**src/inc/pstfb_map.svh**
```systemverilog
// Holds addresses, field positions, reset values and timing counts.
// Assumes inclusion by bare name from every design file.
`ifndef PSTFB_MAP_SVH
`define PSTFB_MAP_SVH
// Model register addresses
`define PSTFB_ADR_REF 32'h0000_00E7
`define PSTFB_ADR_DEL 32'h0000_00E8
`define PSTFB_ADR_STAT 32'h0000_0198
`define PSTFB_ADR_TGT 32'h0000_0199
`define PSTFB_ADR_MISC 32'h0000_01A0
// Field positions
`define PSTFB_MISC_EN_BIT 16
`define PSTFB_DIS_BIT 32
`define PSTFB_FEAT_BIT 7
`define PSTFB_FB_BIT 0
// Identification leaves
`define PSTFB_LEAF_FEAT 8'h01
`define PSTFB_LEAF_PWR 8'h06
// Reset values and counter wrap limit
`define PSTFB_OP_RST 16'h0000
`define PSTFB_CNT_RST 64'h0000_0000_0000_0000
`define PSTFB_CNT_MAX 64'hFFFF_FFFF_FFFF_FFFF
// Timing: core clock period and transition settle time
`define PSTFB_CLK_NS 20
`define PSTFB_TRANS_NS 10000
`define PSTFB_TRANS_CYC (`PSTFB_TRANS_NS / `PSTFB_CLK_NS)
`endif

```
**src/inc/pstfb_pkg.sv**
```systemverilog
// Types shared by the performance-state and feedback counter block.
// Assumes the map header supplies all numeric constants.
package pstfb_pkg;
    // Operating-point code
    typedef logic [15:0] pstfb_op_t;
    // Feedback counter word
    typedef logic [63:0] pstfb_cnt_t;
    // Transition engine states
    typedef enum logic [0:0] {
        PSTFB_IDLE = 1'b0,
        PSTFB_STEP = 1'b1
    } pstfb_trn_state_t;
endpackage

```
**src/inc/pstfb_if.sv**
```systemverilog
// Internal carrier between the top and its two engines.
// Assumes all members run on the core clock.
`timescale 1ns/1ps
interface pstfb_if;
    import pstfb_pkg::*;
    // Counter group
    logic active;
    logic perf_tick;
    logic wr_ref;
    logic wr_del;
    pstfb_cnt_t wdata;
    pstfb_cnt_t ref_cnt;
    pstfb_cnt_t del_cnt;
    // Transition group
    logic tgt_wr;
    logic enable;
    pstfb_op_t tgt;
    pstfb_op_t cur;
    logic busy;
    modport ctr_m (output active, perf_tick, wr_ref, wr_del, wdata,
                   input ref_cnt, del_cnt);
    modport ctr_s (input active, perf_tick, wr_ref, wr_del, wdata,
                   output ref_cnt, del_cnt);
    modport trn_m (output tgt_wr, enable, tgt, input cur, busy);
    modport trn_s (input tgt_wr, enable, tgt, output cur, busy);
endinterface

```
**src/pstfb_counters.sv**
```systemverilog
// Pair of 64-bit feedback counters for one logical processor.
// Assumes active is already synchronised to the core clock.
`timescale 1ns/1ps
`include "pstfb_map.svh"
module pstfb_counters
    import pstfb_pkg::*;
(
    // Clock and reset
    input wire logic clk_i,
    input wire logic rst_n_i,
    // Carrier
    pstfb_if.ctr_s cif
);
    // Increment conditions
    wire logic ref_inc = cif.active;
    wire logic del_inc = cif.active & cif.perf_tick;
    // Wrap of either counter
    wire logic ref_wrap = ref_inc & (cif.ref_cnt == `PSTFB_CNT_MAX);
    wire logic del_wrap = del_inc & (cif.del_cnt == `PSTFB_CNT_MAX);
    wire logic any_wrap = ref_wrap | del_wrap;
    // Next values, write wins per counter
    wire pstfb_cnt_t next_ref = cif.wr_ref ? cif.wdata :
        any_wrap ? `PSTFB_CNT_RST : cif.ref_cnt + {63'h0, ref_inc};
    wire pstfb_cnt_t next_del = cif.wr_del ? cif.wdata :
        any_wrap ? `PSTFB_CNT_RST : cif.del_cnt + {63'h0, del_inc};

    // Counter registers
    always_ff @(posedge clk_i or negedge rst_n_i) begin
        if (!rst_n_i) begin
            cif.ref_cnt <= `PSTFB_CNT_RST;
            cif.del_cnt <= `PSTFB_CNT_RST;
        end else begin
            cif.ref_cnt <= next_ref;
            cif.del_cnt <= next_del;
        end
    end
endmodule

```
**src/pstfb_top.sv**
```systemverilog
// Performance-state control and hardware-coordination feedback counters.
// Assumes a model register port on the core clock; active pin is async.
// Function
// - Identification reports performance-state support bit seven
// - Mechanism runs only while enable bit set; a step already running still completes after it clears
// - Writing target register starts a transition
// - Target written mid-transition is applied afterwards
// - Target read returns last requested point
// - Status shows point in effect, updated live
// - Point codes are implementation specific, software-reserved
// - Each transition is one discrete frequency step
// - Leaf six reports feedback counters present
// - Reference counter ticks at fixed rate
// - Delivered counter tracks throttled actual performance
// - Per-processor pair, counting only when active
// - Either counter wrapping clears both
// - Full 64-bit counters, independently writable
// - Disengage bit absent from status, unshared
`timescale 1ns/1ps
`include "pstfb_map.svh"
module pstfb_top
    import pstfb_pkg::*;
(
    // Clock and reset
    input wire logic sys_clk_i,
    input wire logic rst_b_i,
    // Model register port
    input wire logic msr_req_i,
    input wire logic msr_wr_i,
    input wire logic [31:0] msr_addr_i,
    input wire logic [63:0] msr_wdata_i,
    output logic msr_ack_o,
    output logic msr_fault_o,
    output logic [63:0] msr_rdata_o,
    // Identification query
    input wire logic id_req_i,
    input wire logic [7:0] id_leaf_i,
    output logic [31:0] id_ecx_o,
    // Processor state and throttling
    input wire logic active_i,
    input wire logic perf_tick_i,
    // Operating point to clock and voltage logic
    output logic [15:0] op_point_o,
    output logic trans_busy_o,
    output logic boost_disengage_o
);
    // Reset release synchroniser
    logic rst_s1; // First stage
    logic rst_n; // Released reset used everywhere

    always_ff @(posedge sys_clk_i or negedge rst_b_i) begin
        if (!rst_b_i) begin
            rst_s1 <= 1'b0;
            rst_n <= 1'b0;
        end else begin
            rst_s1 <= 1'b1;
            rst_n <= rst_s1;
        end
    end

    // Active-state pin synchroniser
    logic act_s1; // First stage, read only by act_s2
    logic act_s2; // Synchronised active state

    always_ff @(posedge sys_clk_i or negedge rst_n) begin
        if (!rst_n) begin
            act_s1 <= 1'b0;
            act_s2 <= 1'b0;
        end else begin
            act_s1 <= active_i;
            act_s2 <= act_s1;
        end
    end

    // Software-visible state
    logic misc_en; // Mechanism enable
    pstfb_op_t tgt; // Last requested point
    logic dis; // Boost disengage, this processor only

    // Carrier to the engines
    pstfb_if bus_if ();

    // Address decode
    wire logic hit_ref = (msr_addr_i == `PSTFB_ADR_REF);
    wire logic hit_del = (msr_addr_i == `PSTFB_ADR_DEL);
    wire logic hit_stat = (msr_addr_i == `PSTFB_ADR_STAT);
    wire logic hit_tgt = (msr_addr_i == `PSTFB_ADR_TGT);
    wire logic hit_misc = (msr_addr_i == `PSTFB_ADR_MISC);
    wire logic hit_any = hit_ref | hit_del | hit_stat | hit_tgt | hit_misc;
    // Write strobes
    wire logic wr = msr_req_i & msr_wr_i;
    wire logic wr_ref = wr & hit_ref;
    wire logic wr_del = wr & hit_del;
    wire logic wr_tgt = wr & hit_tgt;
    wire logic wr_misc = wr & hit_misc;

    // Read views
    wire logic [63:0] tgt_view = {31'h0, dis, 16'h0000, tgt};
    wire logic [63:0] stat_view = {48'h0, bus_if.cur};
    wire logic [63:0] misc_view = 64'(misc_en) << `PSTFB_MISC_EN_BIT;
    // Read mux
    wire logic [63:0] rd_mux =
        hit_ref ? bus_if.ref_cnt :
        hit_del ? bus_if.del_cnt :
        hit_stat ? stat_view :
        hit_tgt ? tgt_view :
        hit_misc ? misc_view : 64'h0;

    // Control register writes; status has no write path
    always_ff @(posedge sys_clk_i or negedge rst_n) begin
        if (!rst_n) begin
            misc_en <= 1'b0;
            tgt <= `PSTFB_OP_RST;
            dis <= 1'b0;
        end else begin
            if (wr_misc) begin
                misc_en <= msr_wdata_i[`PSTFB_MISC_EN_BIT];
            end
            if (wr_tgt) begin
                tgt <= msr_wdata_i[15:0];
                dis <= msr_wdata_i[`PSTFB_DIS_BIT];
            end
        end
    end

    // Register port answer, one cycle after request
    always_ff @(posedge sys_clk_i or negedge rst_n) begin
        if (!rst_n) begin
            msr_ack_o <= 1'b0;
            msr_fault_o <= 1'b0;
            msr_rdata_o <= 64'h0;
        end else begin
            msr_ack_o <= msr_req_i;
            msr_fault_o <= msr_req_i & ~hit_any;
            // Read data only for reads, else zero
            msr_rdata_o <= (msr_req_i & ~msr_wr_i) ? rd_mux : 64'h0;
        end
    end

    // Identification answer
    wire logic [31:0] ecx_feat = 32'h1 << `PSTFB_FEAT_BIT;
    wire logic [31:0] ecx_pwr = 32'h1 << `PSTFB_FB_BIT;
    wire logic [31:0] ecx_sel =
        (id_leaf_i == `PSTFB_LEAF_FEAT) ? ecx_feat :
        (id_leaf_i == `PSTFB_LEAF_PWR) ? ecx_pwr : 32'h0;

    always_ff @(posedge sys_clk_i or negedge rst_n) begin
        if (!rst_n) begin
            id_ecx_o <= 32'h0;
        end else if (id_req_i) begin
            id_ecx_o <= ecx_sel;
        end
    end

    // Carrier drive
    assign bus_if.active = act_s2;
    assign bus_if.perf_tick = perf_tick_i;
    assign bus_if.wr_ref = wr_ref;
    assign bus_if.wr_del = wr_del;
    assign bus_if.wdata = msr_wdata_i;
    assign bus_if.tgt_wr = wr_tgt;
    // Stored target, so a held or pending request survives later bus traffic
    assign bus_if.tgt = tgt;
    assign bus_if.enable = misc_en;

    // Feedback counter pair
    pstfb_counters u_ctr (
        .clk_i(sys_clk_i),
        .rst_n_i(rst_n),
        .cif(bus_if.ctr_s)
    );

    // Transition engine
    pstfb_transition u_trn (
        .clk_i(sys_clk_i),
        .rst_n_i(rst_n),
        .tif(bus_if.trn_s)
    );

    // Registered copies for the pins
    always_ff @(posedge sys_clk_i or negedge rst_n) begin
        if (!rst_n) begin
            op_point_o <= `PSTFB_OP_RST;
            trans_busy_o <= 1'b0;
            boost_disengage_o <= 1'b0;
        end else begin
            op_point_o <= bus_if.cur;
            trans_busy_o <= bus_if.busy;
            boost_disengage_o <= dis;
        end
    end
endmodule

```
**src/pstfb_transition.sv**
```systemverilog
// Transition engine: steps the operating point to the latest target.
// Assumes tgt holds the last written target and tgt_wr pulses per write.
`timescale 1ns/1ps
`include "pstfb_map.svh"
module pstfb_transition
    import pstfb_pkg::*;
(
    // Clock and reset
    input wire logic clk_i,
    input wire logic rst_n_i,
    // Carrier
    pstfb_if.trn_s tif
);
    localparam int TRANS_CYC = `PSTFB_TRANS_CYC;
    pstfb_trn_state_t state; // Engine state
    logic pend; // Target waiting to be applied
    pstfb_op_t goal; // Target of running step
    logic [15:0] cnt; // Settle countdown
    // Start when idle, enabled and a target waits
    wire logic start = (state == PSTFB_IDLE) & pend & tif.enable;
    wire logic done = (state == PSTFB_STEP) & (cnt == 16'h0000);
    // Set wins over the clear taken at start
    wire logic next_pend = tif.tgt_wr | (pend & ~start);

    // State, pending and countdown
    always_ff @(posedge clk_i or negedge rst_n_i) begin
        if (!rst_n_i) begin
            state <= PSTFB_IDLE;
            pend <= 1'b0;
            goal <= `PSTFB_OP_RST;
            cnt <= 16'h0000;
        end else begin
            pend <= next_pend;
            unique case (state)
                PSTFB_IDLE: begin
                    // Latch newest target
                    if (start) begin
                        state <= PSTFB_STEP;
                        goal <= tif.tgt;
                        cnt <= 16'(TRANS_CYC - 1);
                    end
                end
                PSTFB_STEP: begin
                    // Count down, then apply
                    if (done) begin
                        state <= PSTFB_IDLE;
                    end else begin
                        cnt <= cnt - 16'h0001;
                    end
                end
            endcase
        end
    end

    // Operating point changes in one discrete step
    always_ff @(posedge clk_i or negedge rst_n_i) begin
        if (!rst_n_i) begin
            tif.cur <= `PSTFB_OP_RST;
        end else if (done) begin
            tif.cur <= goal;
        end
    end
    assign tif.busy = (state == PSTFB_STEP);

    // Cycles spent in the running step, for the length check only
    logic [15:0] age;

    always_ff @(posedge clk_i or negedge rst_n_i) begin
        if (!rst_n_i) begin
            age <= 16'h0000;
        end else if (start) begin
            age <= 16'h0000;
        end else if (tif.busy) begin
            age <= age + 16'h0001;
        end
    end
endmodule
```
**config.mk**
```make
export PLATFORM = sky130hd
export DESIGN_NAME = pstfb_top
export DESIGN_NICKNAME = d
export VERILOG_FILES = /design/src/inc/pstfb_pkg.sv /design/src/inc/pstfb_if.sv /design/src/pstfb_counters.sv /design/src/pstfb_top.sv /design/src/pstfb_transition.sv
export VERILOG_INCLUDE_DIRS = /design/src /design/src/inc
export SDC_FILE = /design/constraint.sdc
export NUM_CORES = 1
export LEC_CHECK = 0
export BUFFER_PORTS_ARGS = -buffer_cell sky130_fd_sc_hd__buf_2
export CAP_MARGIN = 20
export CORE_MARGIN = 1
export CORE_UTILIZATION = 35
export CTS_BUF_LIST = sky130_fd_sc_hd__clkbuf_4 sky130_fd_sc_hd__clkbuf_8 sky130_fd_sc_hd__clkbuf_16
export DETAILED_ROUTE_END_ITERATION = 8
export SYNTH_ARGS = -nofsm -noshare
export SYNTH_HDL_FRONTEND = slang
export SYNTH_SLANG_ARGS = --single-unit
```
**constraint.sdc**
```tcl
create_clock -name sys_clk_i -period 8.8 [get_ports sys_clk_i]
set_clock_uncertainty 0.2 [all_clocks]
set_input_delay 0.44 -clock sys_clk_i [delete_from_list [all_inputs] [get_ports sys_clk_i]]
set_output_delay 0.44 -clock sys_clk_i [all_outputs]
set_load 0.03 [all_outputs]
```
== Word level (Yosys, flattened, before mapping) ==
Cells that the tools add are included.
Cells by class
  add/sub/neg operators: 3
  equality and inequality tests: 11
  mux-type cells: 18
  bitwise logic cells: 24
  reduce and logical (&&, ||, !) cells: 3
Operators with widths (count)
  2-to-1 mux 64 bit: 7
  adder 64 x 1 -> 64 bit: 2
  == test 64 bit, second input constant: 2
  == test 32 x 9 -> 1 bit, second input constant: 3
  2-to-1 mux 33 bit: 2
  == test 32 x 8 -> 1 bit, second input constant: 2
  2-to-1 mux 16 bit: 2
  one-hot mux 16 bit (2 select lines): 1
  2-to-1 mux 17 bit: 1
  logical NOT 16 bit: 1
  subtractor 16 x 1 -> 16 bit, second input constant: 1
  AND 1 bit: 14
  == test 8 x 1 -> 1 bit, second input constant: 1
  == test 8 x 3 -> 1 bit, second input constant: 1
  2-to-1 mux 8 bit: 1
  OR 1 bit: 6
  NOT 1 bit: 4
  AND reduction 2 bit: 2
  2-to-1 mux 1 bit: 3
  inequality test 2 x 1 -> 1 bit, second input constant: 1
  inequality test 2 bit, second input constant: 1
  one-hot mux 1 bit (2 select lines): 1
Word-level totals
  register bits: 316
  input port bits: 111
  output and inout bits: 116
  logic and storage cells: 80

== Depth between registers and ports, before layout ==
  depth in word-level cells: 7
  gate-level depth with buffers: 10
  mapped depth without buffers: 8

== Cells and area by module ==
From an unflattened synthesis, not the netlist that was laid out.
Second synthesis, totals
  cell total of the unflattened synthesis: 1487
  area, all modules: 14839.2 µm²
Modules (own cells, without submodules)
  pstfb_counters: instances 1, cells each 881, area each 7901.3 µm², seq. area each 3203.1 µm²
  pstfb_top: instances 1, cells each 396, area each 4719.5 µm², seq. area each 2702.6 µm²
  pstfb_transition: instances 1, cells each 210, area each 2218.4 µm², seq. area each 1251.2 µm²

== Worst setup path before layout ==
Ideal clock, no wire load.
  path type: in2reg
  start: in msr_addr_i[13]
  end: reg tgt[10], in the netlist bus_if.tgt[10]
  library setup time: 125 ps
  arrival: 2619 ps
  data required time: 8475 ps
  path slack: 5856 ps
  cell stages on the path: 7
  path buffers: 2
  cell sequence: or4_1 > clkbuf_1 > nor4_4 > nor4b_4 > nand2_4 > buf_6 > mux2_4
Between the ends
  word-level cells in the longest chain between the ends: 2
RTL lines
  start, declared: line pstfb_top.sv:30  | input wire logic [31:0] msr_addr_i,
  == test 32 x 9 -> 1 bit (no source line)
  AND 1 bit: line pstfb_top.sv:94  | wire logic wr_tgt = wr & hit_tgt;
  end signal, assigned: line pstfb_top.sv:113  | tgt <= `PSTFB_OP_RST;
  end signal, assigned: line pstfb_top.sv:120  | tgt <= msr_wdata_i[15:0];
  end, declared: line pstfb_top.sv:77  | pstfb_op_t tgt;
No other way between the ends.
A chain may end at the register's enable or synchronous reset.

== Final worst setup path ==
  start: reg u_ctr.cif.del_cnt[18]
  end: reg u_ctr.cif.ref_cnt[56]
Between the ends
  word-level cells in the longest chain between the ends: 5
RTL lines
  start, declared: line pstfb_if.sv:23  | output ref_cnt, del_cnt);
  start signal, assigned: line pstfb_counters.sv:31  | cif.del_cnt <= `PSTFB_CNT_RST;
  start signal, assigned: line pstfb_counters.sv:34  | cif.del_cnt <= next_del;
  == test 64 bit (no source line)
  AND 1 bit: line pstfb_counters.sv:19  | wire logic del_wrap = del_inc & (cif.del_cnt == `PSTFB_CNT_MAX);
  OR 1 bit: line pstfb_counters.sv:20  | wire logic any_wrap = ref_wrap | del_wrap;
  2-to-1 mux 64 bit: line pstfb_counters.sv:23  | any_wrap ? `PSTFB_CNT_RST : cif.ref_cnt + {63'h0, ref_inc};
  2-to-1 mux 64 bit: line pstfb_counters.sv:22  | wire pstfb_cnt_t next_ref = cif.wr_ref ? cif.wdata :
  named net u_ctr.next_ref[56]: line pstfb_counters.sv:22
  end signal, assigned: line pstfb_counters.sv:30  | cif.ref_cnt <= `PSTFB_CNT_RST;
  end signal, assigned: line pstfb_counters.sv:33  | cif.ref_cnt <= next_ref;
  end, declared: line pstfb_if.sv:23
The timed path passes the listed nets, and every way through them passes these cells.

==> results.md <==
* Setup repair bufs after CTS at 0
* Largest stage delay on the critical path at 670 ps
* Most used standard cells in the synthesized netlist: sky130_fd_sc_hd__dfrtp_1 (286), sky130_fd_sc_hd__nand2_1 (235), sky130_fd_sc_hd__nor2_1 (121)
* Htree depth at 2
* Global placer's final weighted congestion at 0.9035
* Data arrival time at the worst-slack endpoint at 4160 ps
* Setup repair after global routing missed its margin: no
* Area grow syn2layout at 23.74%
* Cell Chain, Critical Path: nand4_1, or4_1, or4b_4, o22ai_4, buf_4, nor2_1, a22o_1
* I/O pin count at 227
* Clk Tree Root Cell: sky130_fd_sc_hd__clkbuf_16
* Remaining antenna violation count after routing at 0
* GRT Overall Usage at 0.2184
* Total clock sinks at 286
* Flop pwr share at 0.442
* Resized Gates After CTS at 0
* Top FF cell, synth: sky130_fd_sc_hd__dfrtp_1
* Clk network pwr share at 0.498
* Synthesized netlist cell count at 1466
* Final Core Density at 0.4435
* DR DRC count at 0
* Largest net degree at the start of global routing at 161
* Average instance area after synthesis at 9.804 sq um
* Post-Syn Area at 14370 sq um
* Synthesis-stage register bit count at 286
* WS Path Type: reg -> reg
* Run status: completed
* Share of layout cells above drive strength 1 at 0.1932
* Time the worst path needs with I/O delays and setup at 3937 ps
* Clock tree from TritonCTS: done
* Number of cells in the design after placement at 2121
* Top area cells in the synthesized netlist: sky130_fd_sc_hd__dfrtp_1 (50%), sky130_fd_sc_hd__nand2_1 (6.1%), sky130_fd_sc_hd__o31ai_1 (6.1%)
* Clock-pin slew on the worst setup and hold paths at 60 ps
* Initial core utilization at 0.3584
* Die span in y at 204.6 um
* Count of port buffers added during placement at 196
* Number of global-route vias before repair at 12200
* Number of cell rows at 73
* Post-synth top area cell: sky130_fd_sc_hd__dfrtp_1
* Total Negative Setup Slacks at 0 ps
* Number of vias per cell at 5.494
* Maximum count of clock buffers along a single path at 3
* Final number of max-transition violations at 0
* Maximum operating frequency at 254.0 MHz
* Total gr overflow at 0
* Die X-Extent at 204.6 um
* Total Die Area at 41880 sq um
* Hold Slack at 38.01 ps
* Min-delay src: msr_wdata_i[14]
* Pwr dens at 177.4 nW/um^2
* Portion of total power attributed to combinational logic at 0.060
* Min-Delay Path Class: in -> reg
* First drt pass iteration count at 7
* Detail Placement HPWL at 31080 um
* Headroom to the max-slew limit at 0.2817
* Number of endpoints with negative hold slack in the final report at 0
* Origin of the critical flop-to-flop path: u_ctr.cif.del_cnt[18]
* Fraction of the cycle the final worst path needs at 0.4474
* Post-detailed-route wirelength per cell at 20.19 um
* Final layout net count at 1824
* Cell internal pwr at 2.389 mW
* Initial antenna violation count at 1
* Critical path data required time at 9020 ps
* FF-to-FF End: u_ctr.cif.ref_cnt[56]
* Share of Yosys cell area claimed by the top area cell type at 0.4980
* Number of max-cap violations at 0
* Post-Layout Cell Count at 2259
* Register-to-register setup slack at 4860 ps
* Antenna diode count at 0
* Worst Tran Pin Value at 1068 ps
* Kind of launch point of the worst setup path: register
* Clock buffers created by TritonCTS at 35
* Family with the most delay on the worst path: simple AND/OR/NAND/NOR gates
* Total of warnings raised by yosys at 0
* Sequential area share after synthesis at 0.4980
* Overall power after layout at 3.156 mW
* Slowest cell on the critical path: sky130_fd_sc_hd__or4_1
* Fill cell total of the finished layout at 3830
* Setup-violating endpoint count in the final report at 0
* Critical path fanouts, max at 71
* Synth cell types at 54
* Register area at 7161 sq um
* Buffer and inverter count on the worst path at 1
* Kind of capture point of the worst setup path: register
* Switching Fraction at 0.2430
* Most frequently used cell type in the post-synthesis netlist: sky130_fd_sc_hd__dfrtp_1
* Switching pwr at 766.8 uW
* Total detailed-routing wirelength at 45610 um
* Wire length of the first global-routing pass at 70500 um
* Total number of vias at 12410
* Worst hold path stage count at 3
* Worst IR drop on VDD at 97.38 uV
* Static leakage at 7.714 nW
* Starting DRC count in detailed routing at 940
* EDFF count, synth at 0
* Async SR Flop Fraction at 1.000
* Hold path endpoint: u_ctr.cif.ref_cnt[14]
* Area of the multi-input gates at 6696 sq um
* CTS hold repair buffers at 72
* Core region area at 40100 sq um
* R2R cell count at 7
* Clk Latency, worst-skew pair at 560 ps
## tightest hold or removal path: cells and delay by family
kind | cells | cell delay, ps
simple gates | 1 | 70
buf+inv | 1 | 150
compound gates | 1 | 60
## state kept, by name, indices dropped and copies added (netlist names), 2 cells and up
name and cells:
bus_if.tgt 16, u_ctr.cif.del_cnt 64, op_point_o 16, id_ecx_o 2, u_trn.tif.cur 16, msr_rdata_o 64
u_trn.cnt 16, u_trn.goal 16, u_ctr.cif.ref_cnt 64
## worst max path at each step
stage	start	depth (start not counted)	end
after floorplan	rst_n	0	act_s1
after global placement	msr_addr_i[13]	7	u_ctr.cif.ref_cnt[45]
after detailed placement	msr_addr_i[13]	7	u_ctr.cif.ref_cnt[45]
after CTS	msr_addr_i[13]	7	u_ctr.cif.ref_cnt[45]
after global routing	u_ctr.cif.del_cnt[18]	7	u_ctr.cif.ref_cnt[56]
final	u_ctr.cif.del_cnt[18]	7	u_ctr.cif.ref_cnt[56]
## layout by cell type (no fill, tap or decap), types with 28 or more instances in the layout
master | synthesis | routed
sky130_fd_sc_hd__nand3_1 | 46 | 46
sky130_fd_sc_hd__clkbuf_16 | 0 | 36
sky130_fd_sc_hd__dfrtp_1 | 286 | 285
sky130_fd_sc_hd__o31ai_1 | 116 | 116
sky130_fd_sc_hd__buf_2 | 20 | 196
sky130_fd_sc_hd__xor2_1 | 66 | 66
sky130_fd_sc_hd__nor4_1 | 29 | 28
sky130_fd_sc_hd__nand4_1 | 61 | 61
sky130_fd_sc_hd__dlygate4sd3_1 | 0 | 72
sky130_fd_sc_hd__a22oi_1 | 46 | 46
sky130_fd_sc_hd__nor2_1 | 121 | 119
sky130_fd_sc_hd__xnor2_1 | 67 | 67
sky130_fd_sc_hd__nand2_1 | 235 | 235
sky130_fd_sc_hd__conb_1 | 2 | 31
sky130_fd_sc_hd__nor3_1 | 56 | 54
## power by group through the flow
stage               Clock (mW)  Combinational (mW)  Sequential [mW]
floorplan                    0              0.0998             1.41
CTS                       1.61               0.189             1.39
global placement             0               0.161             1.42
detailed placement           0               0.163             1.42
finish                    1.57               0.188             1.39
global route              1.65               0.206             1.40
## through the flow
stage          instance area (sq um)  setup WS [ps]
2_1_floorplan                  14480          39.23
3_3_place_gp                   15730           4093
3_5_place_dp                   15750           3959
4_1_cts                        17740           4517
5_1_grt                        17780           4711
6_report                       17780           4863
## cell families (layout without fill, tap and decap cells)
logic type               after synthesis  after routing  synth area share
AO/OA/AOI/OAI                        227            227            0.1204
XOR/XNOR                             133            133           0.08105
adder cells (fa/ha/maj)                6              6          0.005223
buffers and inverters                137            376           0.04614
other                                  2             31         0.0005225
multiplexers                          35             35           0.02977
AND/OR/NAND/NOR                      640            640            0.2189
flip-flops                           286            286            0.4980
## per-layer routing
metal,GRT usage,wire [um],vias up
met5,0,8,-
met4,0.07249,1207,2
met3,0.03898,2982,86
met2,0.3427,21270,486
met1,0.3026,20150,6143
li1,-,-,5694
## cell type report
type | instances | area share
tap | 525 | 0.03694
timing repair buffer | 290 | 0.1079
sequential | 286 | 0.4026
clock inverter | 19 | 0.01477
multi-input combinational | 1072 | 0.3765
inverter | 22 | 0.004643
clock buffer | 45 | 0.05656
Note: power is estimated with default switching activity, not from simulation.
